--- src/pkg/sat_regs.vh ---
// constants for the speculation address table: op codes, event kinds, sizes
`ifndef SAT_REGS_VH
`define SAT_REGS_VH

`define SAT_ENTRIES      8
`define SAT_IDX_W        3
`define SAT_PA_W         32
`define SAT_SIZE_W       5
`define SAT_REG_W        7
`define SAT_EPOCH_W      2
`define SAT_TAG_W        10
`define SAT_LINE_LSB     6
`define SAT_PAGE_LSB     12

`define SAT_OP_W         4
`define SAT_OP_ADV       4'h0
`define SAT_OP_SPEC_ADV  4'h1
`define SAT_OP_CHKLD_NC  4'h2
`define SAT_OP_CHKLD_CLR 4'h3
`define SAT_OP_CHKLD_ACQ 4'h4
`define SAT_OP_CHKA_CLR  4'h5
`define SAT_OP_CHKA_NC   4'h6
`define SAT_OP_INV_ALL   4'h7
`define SAT_OP_INV_ONE   4'h8

`define SAT_EV_W         3
`define SAT_EV_LSTORE    3'h0
`define SAT_EV_RSTORE    3'h1
`define SAT_EV_SEMA      3'h2
`define SAT_EV_PURGE     3'h3
`define SAT_EV_EVICT     3'h4
`define SAT_EV_SPILL     3'h5

`endif

--- src/rtl/sat_tag_gen.v ---
// register tag builder: physical register number, type and stack epoch
`timescale 1ns/10ps
`include "sat_regs.vh"
module sat_tag_gen (
	input  wire [`SAT_REG_W-1:0]   reg_num,
	input  wire                    reg_fr,
	input  wire [`SAT_EPOCH_W-1:0] stack_epoch,
	output wire [`SAT_TAG_W-1:0]   reg_tag
);
	// epoch tells a spilled register instance from the live one, so stack
	// wraparound needs no table purge
	assign reg_tag = {stack_epoch, reg_fr, reg_num};
endmodule // sat_tag_gen

--- src/rtl/sat_overlap.v ---
// compares one entry's memory region against an invalidation event
`timescale 1ns/10ps
`include "sat_regs.vh"
module sat_overlap (
	input  wire [`SAT_PA_W-1:0]   ent_addr,
	input  wire [`SAT_SIZE_W-1:0] ent_size,
	input  wire [`SAT_PA_W-1:0]   ev_addr,
	input  wire                   ev_page,
	output wire                   overlap
);
	wire [`SAT_PA_W-1:0] ent_last;
	wire                 line_hit;
	wire                 page_hit;

	assign ent_last = ent_addr + {{(`SAT_PA_W-`SAT_SIZE_W){1'b0}}, ent_size}
		- {{(`SAT_PA_W-1){1'b0}}, 1'b1};
	// line granularity over-invalidates small stores; cheap and allowed
	assign line_hit =
		(ent_addr[`SAT_PA_W-1:`SAT_LINE_LSB] ==
		 ev_addr[`SAT_PA_W-1:`SAT_LINE_LSB]) ||
		(ent_last[`SAT_PA_W-1:`SAT_LINE_LSB] ==
		 ev_addr[`SAT_PA_W-1:`SAT_LINE_LSB]);
	assign page_hit =
		(ent_addr[`SAT_PA_W-1:`SAT_PAGE_LSB] ==
		 ev_addr[`SAT_PA_W-1:`SAT_PAGE_LSB]) ||
		(ent_last[`SAT_PA_W-1:`SAT_PAGE_LSB] ==
		 ev_addr[`SAT_PA_W-1:`SAT_PAGE_LSB]);
	assign overlap = ev_page ? page_hit : line_hit;
endmodule // sat_overlap

--- src/rtl/sat_table.v ---
// speculation address table: allocate, check and invalidate entries
`timescale 1ns/10ps
`include "sat_regs.vh"
module sat_table #(
	parameter FAIL_AS_FAULT     = 0,
	parameter HIT_RELOAD        = 0,
	parameter HIT_IGNORE_FAULTS = 1,
	parameter MISMATCH_FAULT    = 0
) (
	input  wire                    mclk,
	input  wire                    srst,
	input  wire                    legacy_mode,
	input  wire                    op_valid,
	input  wire [`SAT_OP_W-1:0]    op_code,
	input  wire [`SAT_REG_W-1:0]   op_reg_num,
	input  wire                    op_reg_fr,
	input  wire [`SAT_EPOCH_W-1:0] op_stack_epoch,
	input  wire [`SAT_PA_W-1:0]    op_paddr,
	input  wire [`SAT_SIZE_W-1:0]  op_size,
	input  wire                    op_deferred,
	input  wire                    op_base_upd,
	input  wire                    op_prefetch,
	input  wire                    op_fault_pending,
	input  wire                    ev_valid,
	input  wire [`SAT_EV_W-1:0]    ev_kind,
	input  wire [`SAT_PA_W-1:0]    ev_paddr,
	output reg                     res_valid_ff,
	output reg                     res_fall_through_ff,
	output reg                     res_branch_ff,
	output reg                     res_fault_ff,
	output reg                     res_reload_ff,
	output reg                     res_write_target_ff,
	output reg                     res_base_update_ff,
	output reg                     res_prefetch_ff,
	output reg                     res_set_deferred_bit_ff,
	output reg                     res_write_float_deferred_ff,
	output reg                     res_acquire_ff,
	output reg                     ev_done_ff,
	output reg  [`SAT_IDX_W:0]     occupancy_ff
);
	// ======================================================================
	// entry storage
	// ======================================================================
	reg [`SAT_ENTRIES-1:0] valid_ff;
	reg [`SAT_TAG_W-1:0]   tag_ff  [0:`SAT_ENTRIES-1];
	reg [`SAT_PA_W-1:0]    addr_ff [0:`SAT_ENTRIES-1];
	reg [`SAT_SIZE_W-1:0]  size_ff [0:`SAT_ENTRIES-1];
	reg [`SAT_IDX_W-1:0]   victim_ff;
	reg                    legacy_ff;

	wire [`SAT_TAG_W-1:0]   cur_tag;
	wire [`SAT_ENTRIES-1:0] tag_hit;
	wire [`SAT_ENTRIES-1:0] ev_ovl;
	wire [`SAT_ENTRIES-1:0] fld_same;

	sat_tag_gen u_tag (
		.reg_num     (op_reg_num),
		.reg_fr      (op_reg_fr),
		.stack_epoch (op_stack_epoch),
		.reg_tag     (cur_tag)
	);

	// ======================================================================
	// op and event decode
	// ======================================================================
	// ops in legacy mode see an empty table and leave it alone
	wire op_live    = op_valid & ~legacy_mode;
	wire is_adv     = (op_code == `SAT_OP_ADV);
	wire is_spec    = (op_code == `SAT_OP_SPEC_ADV);
	wire is_ld_nc   = (op_code == `SAT_OP_CHKLD_NC);
	wire is_ld_clr  = (op_code == `SAT_OP_CHKLD_CLR);
	wire is_acquire_load  = (op_code == `SAT_OP_CHKLD_ACQ);
	wire is_chk_clr = (op_code == `SAT_OP_CHKA_CLR);
	wire is_chk_nc  = (op_code == `SAT_OP_CHKA_NC);
	wire is_inv_all = (op_code == `SAT_OP_INV_ALL);
	wire is_inv_one = (op_code == `SAT_OP_INV_ONE);
	wire any_adv    = is_adv | is_spec;
	wire any_ld_chk = is_ld_nc | is_ld_clr | is_acquire_load;
	wire any_chk_a  = is_chk_clr | is_chk_nc;
	// a deferred token leaves no entry, so a later check always misses
	wire deferring  = is_spec & op_deferred;

	// spill stores are never looked at by the table
	wire ev_live = ev_valid & (ev_kind != `SAT_EV_SPILL);
	wire ev_page = (ev_kind == `SAT_EV_PURGE);
	// legacy entry throws everything away on the first legacy cycle
	wire legacy_enter = legacy_mode & ~legacy_ff;

	// ======================================================================
	// per entry lookup by tag and by address
	// ======================================================================
	genvar g;
	generate
		for (g = 0; g < `SAT_ENTRIES; g = g + 1) begin : g_look
			assign tag_hit[g] = valid_ff[g] & (tag_ff[g] == cur_tag);
			assign fld_same[g] = (addr_ff[g] == op_paddr) &
				(size_ff[g] == op_size);
			sat_overlap u_ovl (
				.ent_addr (addr_ff[g]),
				.ent_size (size_ff[g]),
				.ev_addr  (ev_paddr),
				.ev_page  (ev_page),
				.overlap  (ev_ovl[g])
			);
		end
	endgenerate

	// tags are unique, so at most one entry hits; a present tag always hits
	// outside legacy mode, since spurious misses would only cost the program recovery time
	wire hit      = op_live & (|tag_hit);
	// mismatch only matters for the fault option: the no-clear rewrite
	// below already replaces stale fields
	wire mismatch = hit & ~(|(tag_hit & fld_same));

	// ======================================================================
	// slot choice for allocation
	// ======================================================================
	// a hit reuses its own slot, so one tag never holds two entries
	reg [`SAT_IDX_W-1:0] free_idx;
	reg                  free_any;
	reg [`SAT_IDX_W-1:0] hit_idx;
	integer k;
	always @* begin
		free_idx = {`SAT_IDX_W{1'b0}};
		free_any = 1'b0;
		hit_idx  = {`SAT_IDX_W{1'b0}};
		for (k = `SAT_ENTRIES - 1; k >= 0; k = k - 1) begin
			if (!valid_ff[k]) begin
				free_idx = k[`SAT_IDX_W-1:0];
				free_any = 1'b1;
			end
			if (tag_hit[k]) begin
				hit_idx = k[`SAT_IDX_W-1:0];
			end
		end
	end

	// no-clear check load rewrites from its own fields only, on hit or
	// miss, so it is a kill of the tag plus a fresh allocation
	wire alloc = op_live & ((any_adv & ~deferring) | is_ld_nc);
	// a same-cycle memory event could hit the new entry; dropping the
	// allocation is the cheap safe answer
	wire alloc_ok = alloc & ~ev_live;
	wire [`SAT_IDX_W-1:0] alloc_idx = hit ? hit_idx :
		(free_any ? free_idx : victim_ff);

	// ======================================================================
	// explicit and implicit removal
	// ======================================================================
	// entries removed by tag this cycle; a failing clearing check finds
	// nothing to remove, so misses need no case of their own
	wire kill_tag = op_live & (any_adv | is_ld_nc | is_ld_clr | is_acquire_load |
		is_chk_clr | is_inv_one);
	wire kill_all = legacy_enter | (op_live & is_inv_all);

	// ======================================================================
	// entry state update
	// ======================================================================
	generate
		for (g = 0; g < `SAT_ENTRIES; g = g + 1) begin : g_ent
			wire take = alloc_ok &
				({{(32-`SAT_IDX_W){1'b0}}, alloc_idx} == g);
			wire drop = kill_all | (kill_tag & tag_hit[g]) |
				(ev_live & ev_ovl[g]);
			always @(posedge mclk) begin
				if (srst) begin
					valid_ff[g] <= 1'b0;
					tag_ff[g]   <= {`SAT_TAG_W{1'b0}};
					addr_ff[g]  <= {`SAT_PA_W{1'b0}};
					size_ff[g]  <= {`SAT_SIZE_W{1'b0}};
				end else if (take) begin
					valid_ff[g] <= 1'b1;
					tag_ff[g]   <= cur_tag;
					addr_ff[g]  <= op_paddr;
					size_ff[g]  <= op_size;
				end else if (drop) begin
					valid_ff[g] <= 1'b0;
				end
			end
		end
	endgenerate

	// ======================================================================
	// occupancy and replacement state
	// ======================================================================
	// occupancy follows the table one cycle late, a registered count of valid_ff
	reg [`SAT_IDX_W:0] nxt_occupancy;
	integer m;
	always @* begin
		nxt_occupancy = {(`SAT_IDX_W+1){1'b0}};
		for (m = 0; m < `SAT_ENTRIES; m = m + 1) begin
			nxt_occupancy = nxt_occupancy +
				{{`SAT_IDX_W{1'b0}}, valid_ff[m]};
		end
	end

	always @(posedge mclk) begin
		if (srst) begin
			victim_ff    <= {`SAT_IDX_W{1'b0}};
			legacy_ff    <= 1'b0;
			occupancy_ff <= {(`SAT_IDX_W+1){1'b0}};
		end else begin
			legacy_ff    <= legacy_mode;
			occupancy_ff <= nxt_occupancy;
			// round-robin victim only moves when it was actually used
			if (alloc_ok && !hit && !free_any) begin
				victim_ff <= victim_ff + {{(`SAT_IDX_W-1){1'b0}}, 1'b1};
			end
		end
	end

	// ======================================================================
	// results to the pipeline, one cycle after the op
	// ======================================================================
	reg nxt_fall;
	reg nxt_branch;
	reg nxt_fault;
	reg nxt_reload;
	reg nxt_wr_tgt;
	reg nxt_base;
	reg nxt_pref;
	reg nxt_def_bit;
	reg nxt_def_flt;
	reg nxt_acq;
	always @* begin
		nxt_fall   = 1'b0;
		nxt_branch = 1'b0;
		nxt_fault  = 1'b0;
		nxt_reload = 1'b0;
		nxt_wr_tgt = 1'b0;
		nxt_base    = 1'b0;
		nxt_pref    = 1'b0;
		nxt_def_bit = 1'b0;
		nxt_def_flt = 1'b0;
		nxt_acq     = 1'b0;
		if (op_valid && any_chk_a) begin
			if (hit) begin
				nxt_fall = 1'b1;
			end else if (FAIL_AS_FAULT != 0) begin
				nxt_fault = 1'b1;
			end else begin
				nxt_branch = 1'b1;
			end
		end
		if (op_valid && any_ld_chk) begin
			nxt_acq = is_acquire_load;
			if (!hit || HIT_RELOAD != 0) begin
				// a real reload never hides its faults
				nxt_reload = 1'b1;
				nxt_wr_tgt = 1'b1;
				nxt_fault  = op_fault_pending;
			end else begin
				nxt_fault = op_fault_pending &
					(HIT_IGNORE_FAULTS == 0);
			end
			if (mismatch && MISMATCH_FAULT != 0) begin
				nxt_fault = 1'b1;
			end
		end
		if (op_valid && any_adv) begin
			nxt_wr_tgt = ~deferring;
			nxt_fault  = 1'b0;
			nxt_base    = op_base_upd;
			nxt_pref    = op_prefetch;
			nxt_def_bit = deferring & ~op_reg_fr;
			nxt_def_flt = deferring & op_reg_fr;
		end
	end

	// ======================================================================
	// result registers
	// ======================================================================
	always @(posedge mclk) begin
		if (srst) begin
			res_valid_ff                <= 1'b0;
			res_fall_through_ff         <= 1'b0;
			res_branch_ff               <= 1'b0;
			res_fault_ff                <= 1'b0;
			res_reload_ff               <= 1'b0;
			res_write_target_ff         <= 1'b0;
			res_base_update_ff          <= 1'b0;
			res_prefetch_ff             <= 1'b0;
			res_set_deferred_bit_ff     <= 1'b0;
			res_write_float_deferred_ff <= 1'b0;
			res_acquire_ff              <= 1'b0;
			ev_done_ff                  <= 1'b0;
		end else begin
			res_valid_ff        <= op_valid;
			res_fall_through_ff <= nxt_fall;
			res_branch_ff       <= nxt_branch;
			res_fault_ff        <= nxt_fault;
			res_reload_ff       <= nxt_reload;
			res_write_target_ff <= nxt_wr_tgt;
			res_base_update_ff  <= nxt_base;
			res_prefetch_ff     <= nxt_pref;
			res_set_deferred_bit_ff     <= nxt_def_bit;
			res_write_float_deferred_ff <= nxt_def_flt;
			res_acquire_ff      <= nxt_acq;
			// removal is already in the table when this acknowledges,
			// so the memory side may then make the event visible
			ev_done_ff          <= ev_valid;
		end
	end
endmodule // sat_table

--- config.mk ---
export PLATFORM = sky130hd
export DESIGN_NAME = sat_table
export DESIGN_NICKNAME = d
export VERILOG_FILES = /design/src/rtl/sat_tag_gen.v /design/src/rtl/sat_overlap.v /design/src/rtl/sat_table.v
export VERILOG_INCLUDE_DIRS = /design/src /design/src/pkg
export SDC_FILE = /design/constraint.sdc
export NUM_CORES = 1
export LEC_CHECK = 0
export BUFFER_PORTS_ARGS = -buffer_cell sky130_fd_sc_hd__buf_2
export CORE_ASPECT_RATIO = 1.25
export CORE_MARGIN = 2
export CORE_UTILIZATION = 36
export CTS_CLUSTER_SIZE = 40
export DETAILED_ROUTE_END_ITERATION = 8
export RECOVER_POWER = 50
export SETUP_SLACK_MARGIN = 0.3
export SLEW_MARGIN = 0
export SYNTH_ARGS = -nofsm -noshare
export SYNTH_HDL_FRONTEND = slang
export SYNTH_SLANG_ARGS = --single-unit
--- constraint.sdc ---
create_clock -name mclk -period 10.7 [get_ports mclk]
set_input_delay 1.07 -clock mclk [delete_from_list [all_inputs] [get_ports mclk]]
set_output_delay 1.07 -clock mclk [all_outputs]
set_load 0.1 [all_outputs]
Yosys cells after proc, flatten, opt, wreduce, memory -nomap -nowiden
Memory sizes are Yosys's and may differ from the RTL's.
Cells that the tools add are included.
Word-level totals
  register bits after elaboration: 28
  RAM bits: 376
  input port bits: 95
  memories kept: 3
Operators by class
  $add $sub $neg: 24
  equal/unequal tests: 57
  muxes and demuxes: 104
  bitwise gates (word level): 103
  reductions and logical operators: 38
Memory list
  addr_ff: words 8, width 32, read ports 8, clocked after Yosys merged registers in 0, wr ports 8, line sat_table.v:46  | reg [`SAT_PA_W-1:0] addr_ff [0:`SAT_ENTRIES-1];
  tag_ff: words 8, width 10, read ports 8, clocked after Yosys merged registers in 0, wr ports 8, line sat_table.v:45  | reg [`SAT_TAG_W-1:0] tag_ff [0:`SAT_ENTRIES-1];
  size_ff: words 8, width 5, read ports 8, clocked after Yosys merged registers in 0, wr ports 8, line sat_table.v:47  | reg [`SAT_SIZE_W-1:0] size_ff [0:`SAT_ENTRIES-1];
Operators by type and width (count)
  $eq A26 B26 Y1: 16
  $eq A20 B20 Y1: 16
  $add A32 B5 Y32: 8
  $mux W32: 8
  $sub A32 B1 Y32 const B: 8
  $eq A10 B10 Y1: 8
  $mux W10: 8
  $mux W1: 62
  $mux W3: 18
  $or A1 B1 Y1: 51
  $and A1 B1 Y1: 44
  $mux W5: 8
  $add A4 B1 Y4: 4
  $eq A4 B3 Y1 const B: 4
  $logic_or A1 B1 Y1: 16
  $reduce_bool A2 Y1: 8
  $eq A3 B3 Y1 const B: 4
  $eq A3 B2 Y1 const B: 3
  $eq A4 B2 Y1 const B: 2
  $not A1 Y1: 8
  $reduce_or A8 Y1: 1
  $reduce_or A2 Y1: 3
  $logic_and A1 B1 Y1: 5
  $add A3 B1 Y4: 1
  other kinds (11): 12

Logic depth before layout (Yosys ltp)
An unclocked memory read counts as a cell.
  depth after elaboration: 18
  depth in mapped cells: 16
  depth with buffers taken out: 15

Cells and area by module
A second synthesis with hierarchy kept.
Unflattened totals
  cell total of the unflattened synthesis: 4421
  area total of the unflattened synthesis: 38515.7 µm²
By module, submodules not included
  sat_table: instances 1, cells each 1219, area each 17046.3 µm²
  sat_overlap (g_look[4].u_ovl ...): instances 4, cells each 400, area each 2703.8 µm²
  sat_overlap (g_look[0].u_ovl ...): instances 3, cells each 399, area each 2636.3 µm²
  sat_overlap (g_look[3].u_ovl): instances 1, cells each 395, area each 2670.1 µm²
  sat_tag_gen: instances 1, cells each 10, area each 75.1 µm²

Least setup slack after synthesis
Ideal clock, no wire load.
  kind: input to register
  start point: in op_reg_num[6]
  end point: mem addr_ff[0][100] (netlist bit) (enable)
  setup time: 461 ps
  arrival: 4909 ps
  required time: 10239 ps
  slack: 5329 ps
  stages: 10
  path buffers: 2
  cell sequence: buf_2 > buf_2 > xnor2_1 > nand4_1 > nor3_1 > or2_1 > o31a_1 > o22ai_1 > nand2_1 > o21bai_1
RTL lines
  from (decl): line sat_table.v:15  | input wire [`SAT_REG_W-1:0] op_reg_num,
  to (decl): line sat_table.v:46

Worst setup path in the final report
  start point: in op_stack_epoch[1]
  end point: reg valid_ff[1]
On the way
  longest elaborated chain between the ends: 14
  elaborated cells on any way between the ends: 34
  classes of those cells: eq/ne (9); mux (10); bitwise (13); reduce/logical (2)
Ends and longest elaborated chain
  from (decl): line sat_table.v:17  | input wire [`SAT_EPOCH_W-1:0] op_stack_epoch,
  $eq A10 B10 Y1: line sat_table.v:95  | assign tag_hit[g] = valid_ff[g] & (tag_ff[g] == cur_tag);
  $and A1 B1 Y1: line sat_table.v:95
  $mux W3 (8 in series): line sat_table.v:132  | if (tag_hit[k]) begin
  $mux W3: line sat_table.v:144  | wire [`SAT_IDX_W-1:0] alloc_idx = hit ? hit_idx :
  $eq A3 B1 Y1: line sat_table.v:162  | ({{(32-`SAT_IDX_W){1'b0}}, alloc_idx} == g);
  $and A1 B1 Y1: line sat_table.v:161  | wire take = alloc_ok &
  $mux W1 / $reduce_bool A2 Y1 (equally long branches)
  to (signal, indexed assignment): line sat_table.v:167  | valid_ff[g] <= 1'b0;
  to (signal, indexed assignment): line sat_table.v:172  | valid_ff[g] <= 1'b1;
  to (signal, indexed assignment): line sat_table.v:177  | valid_ff[g] <= 1'b0;
  to (decl): line sat_table.v:44  | reg [`SAT_ENTRIES-1:0] valid_ff;
Parallel ways exist; a longest one is shown, timed or not.
A chain may end at the register's enable or synchronous reset.

==> impl_metrics.yaml <==
timing:
  skew_ps: 19.3
  final_hold_viol_count: 0
  final.setup.tns_ps: 0
  worstMarginPinSlew_ps: 2830
  fmax_mhz: 163
  rsz0062_at_grt: "no"
  whs_ps: 521
  slew_viol_final: 433
  post-route-period-util_pct: 57.4
  setup_viol: 0
  relSlewSlack_pct: -88.6
  worst_slack_ps: 4560
  timing.final.crit_period_ps: 6140
synth:
  syn_area_per_cell_um2: 8.69
  yosysWarnings: 0
  ys.flop_type: "edfxtp_1"
  synthArstFlopShare_pct: 0
  syn_inst: 4208
  synth_top_area_cell: "edfxtp_1"
  syn-num-nets: 4575
  ys_top_cells_by_area: "edfxtp_1 31%, ha_1 9.2%, xnor2_1 7.4%, and2_1 6.7%, xor2_1 6.0%"
  ys_seq_area_share_pct: 32.4
  synth_edf_count: 376
  yosysUniqueCellTypes: 92
  synth_seq_cells: 404
  syn_area_um2: 36600
  synth_top_area_share_pct: 30.9
pwr:
  clkPwrFrac_pct: 34.2
  vdd_drop_max_v: 0.000130
  power_frac_seq_pct: 39.8
  switching_share_pct: 32.4
  p_leak_nw: 16.0
  intPower_w: 0.00308
  power.density_nw_per_um2: 115
  power_w: 0.00456
  comb_power_share_pct: 26.0
  power.switching_w: 0.00148
clocking:
  cts-resized-gates: 0
  clk_pin_slew_ps: 60
  ctsHoldBuffers: 0
  htree_num_levels: 2
  max-clock-path-buffers: 3
  cts_tree: "built"
  cts-buffers-inserted: 43
  cts_root_buffer: "clkbuf_16"
  cts_num_sinks: 404
  clk_latency_ps: 600
  cts_setup_buffers: 0
route:
  vias: 31503
  wl_per_cell_um: 22.6
  remaining_drc_errors: 0
  avgViaCountPerCell: 5.66
  firstDrtPassIters: 5
  finalWirelength_um: 126000
  final_antenna_net_count: 0
  drt-initial-drc-count: 2475
setup_path:
  critPathArrivalTime_ps: 6580
  r2r-start: "valid_ff[4]"
  r2r_cells: 11
  reg2reg_to: "valid_ff[1]"
  startpoint_type: "input pin"
  end_kind: "flop"
  startpoint: "op_stack_epoch[1]"
  critPathMaxFanout: 48
  reg2reg_slack_ps: 5480
  cp_data_required_time_ps: 11140
  crit_type: "input pin to flop"
  critPathCapture: "valid_ff[1]"
status:
  violations: "max-capacitance violations, max-slew violations"
  outcome: "complete, but fails checks"
grt:
  grt_overflow: 0
  track_usage_pct: 23.7
  grt_pass1_vias: 30242
  grt_pass1_wl_um: 187000
  antenna_found_initial: 23
  grt_max_degree: 49
run:
  drv_cap: 9
die:
  core_um2: 101000
  rows: 130
  die_h_um: 360
  ios: 111
  die_x_um: 289
  start_util_pct: 36.3
  die-area_um2: 104000
cells_and_area:
  final_core_util_pct: 39.5
  fill_cells: 10022
  final_layout_size_suffix_gt1_share_pct: 5.67
  multiInputGateArea_um2: 22500
  finalNetCount: 4565
  seqCellArea_um2: 11900
  area_growth_pct: 8.73
place:
  gp_congestion: 0.972
  port_buffers: 104
  dp_slack_ps: 5420
  dpl.hpwl_um: 90900
worst_hold_path:
  hold_class: "flop to flop"
-- sequential cells by signal, indices dropped and copies added, names as in the netlist, 3 cells and up --
register and count:
size_ff 40, victim_ff 3, tag_ff 80, valid_ff 8, addr_ff 256, occupancy_ff 4
-- worst min-delay path by stage --
stage            startpoint           end  slack (ps)  cells after the start
2_1_floorplan  victim_ff[2]  victim_ff[2]         480                      2
3_3_place_gp   victim_ff[2]  victim_ff[2]         500                      2
3_5_place_dp   victim_ff[2]  victim_ff[2]         500                      2
4_1_cts        victim_ff[2]  victim_ff[2]         520                      2
5_1_grt        victim_ff[2]  victim_ff[2]         590                      2
6_report       victim_ff[2]  victim_ff[2]         520                      2
-- power by group through the flow --
stage	sequential [W]	clock, W	combinational, W
floorplan	0.00185	0	0.000819
global placement	0.00185	0	0.00116
detailed placement	0.00185	0	0.00116
CTS	0.00181	0.00158	0.00117
global route	0.00182	0.00163	0.00129
finish	0.00181	0.00156	0.00119
-- area by class of cell --
cell class	count	share of cell area (%)
Multi-Input combinational cell	3191	56.5
Sequential cell	404	29.8
Tap cell	1320	4.15
Inverter	409	3.86
Clock buffer	52	2.84
Timing Repair Buffer	149	2.02
Clock inverter	27	0.718
Antenna cell	15	0.0944
-- worst max-delay path, cell delays in order --
cell and delay (ps):
clkbuf_1 850, xnor2_1 200, nand4_1 120, nor3_1 590, nor2b_1 170, nor2_1 140, nor2_1 60, o2bb2ai_1 860
nand2b_1 450, nor2_2 170, clkbuf_1 1310, a21oi_1 80, a31oi_1 440
-- synth_stat cells, drive strengths merged, types with 9 or more instances --
| cell | count |
|---|---|
| inv | 408 |
| and2 | 391 |
| edfxtp | 376 |
| xnor2 | 309 |
| a21oi | 268 |
| ha | 268 |
| xor2 | 252 |
| nand2 | 230 |
| nor2 | 224 |
| o21ai | 164 |
| clkbuf | 141 |
| a21o | 121 |
| nand4 | 117 |
| nand3 | 78 |
| nor4 | 77 |
| nor3 | 73 |
| buf | 63 |
| a31oi | 57 |
| nor2b | 40 |
| nand2b | 38 |
| o21a | 38 |
| a211oi | 37 |
| o21bai | 35 |
| o211ai | 31 |
| dfxtp | 28 |
| and3 | 25 |
| mux2i | 25 |
| o2111ai | 25 |
| o22ai | 20 |
| a2111oi | 14 |
| o221ai | 14 |
| a21boi | 13 |
| or2 | 13 |
| a22oi | 11 |
| o31ai | 11 |
| o32ai | 11 |
| a221oi | 10 |
| o31a | 10 |
| nor3b | 9 |
| or3 | 9 |
-- cell usage in the layout, fill, tap and decap left out, types with 109 or more instances in the layout --
master    synthesis  final
xor2_1          251    251
xnor2_1         308    308
edfxtp_1        376    376
ha_1            268    268
nor2_1          224    216
and2_1          390    282
a21o_1          120    120
nand4_1         117    117
and2_0            1    109
inv_1           408    408
nand2_1         230    230
a21oi_1         267    267
o21ai_0         150    150
-- layer usage --
layer  share of wire [%]  vias to the layer above  wire, um  track usage, %
li1                    -                    14932         -               -
met1                  40                    15005     49900            28.7
met2                  47                     1195     59100            39.8
met3                 6.1                      367      7720            3.01
met4                 7.3                        4      9220            14.5
met5               0.022                        -        28               0
-- cell families after synthesis --
family / synth area share [%]
fa+ha+maj: 9.39
mux: 0.900
buf+inv: 6.45
xor+xnor: 13.5
compound gates: 17.5
simple gates: 19.9
flops: 32.4
-- per-stage QoR --
stage | cells | area [um^2]
after detailed placement | 5473 | 38400
after global placement | 5473 | 38400
final | 5567 | 39800
after floorplan | 4208 | 36600
after global routing | 5556 | 39700
after CTS | 5552 | 39800
Power figures use the tool's default switching activity.
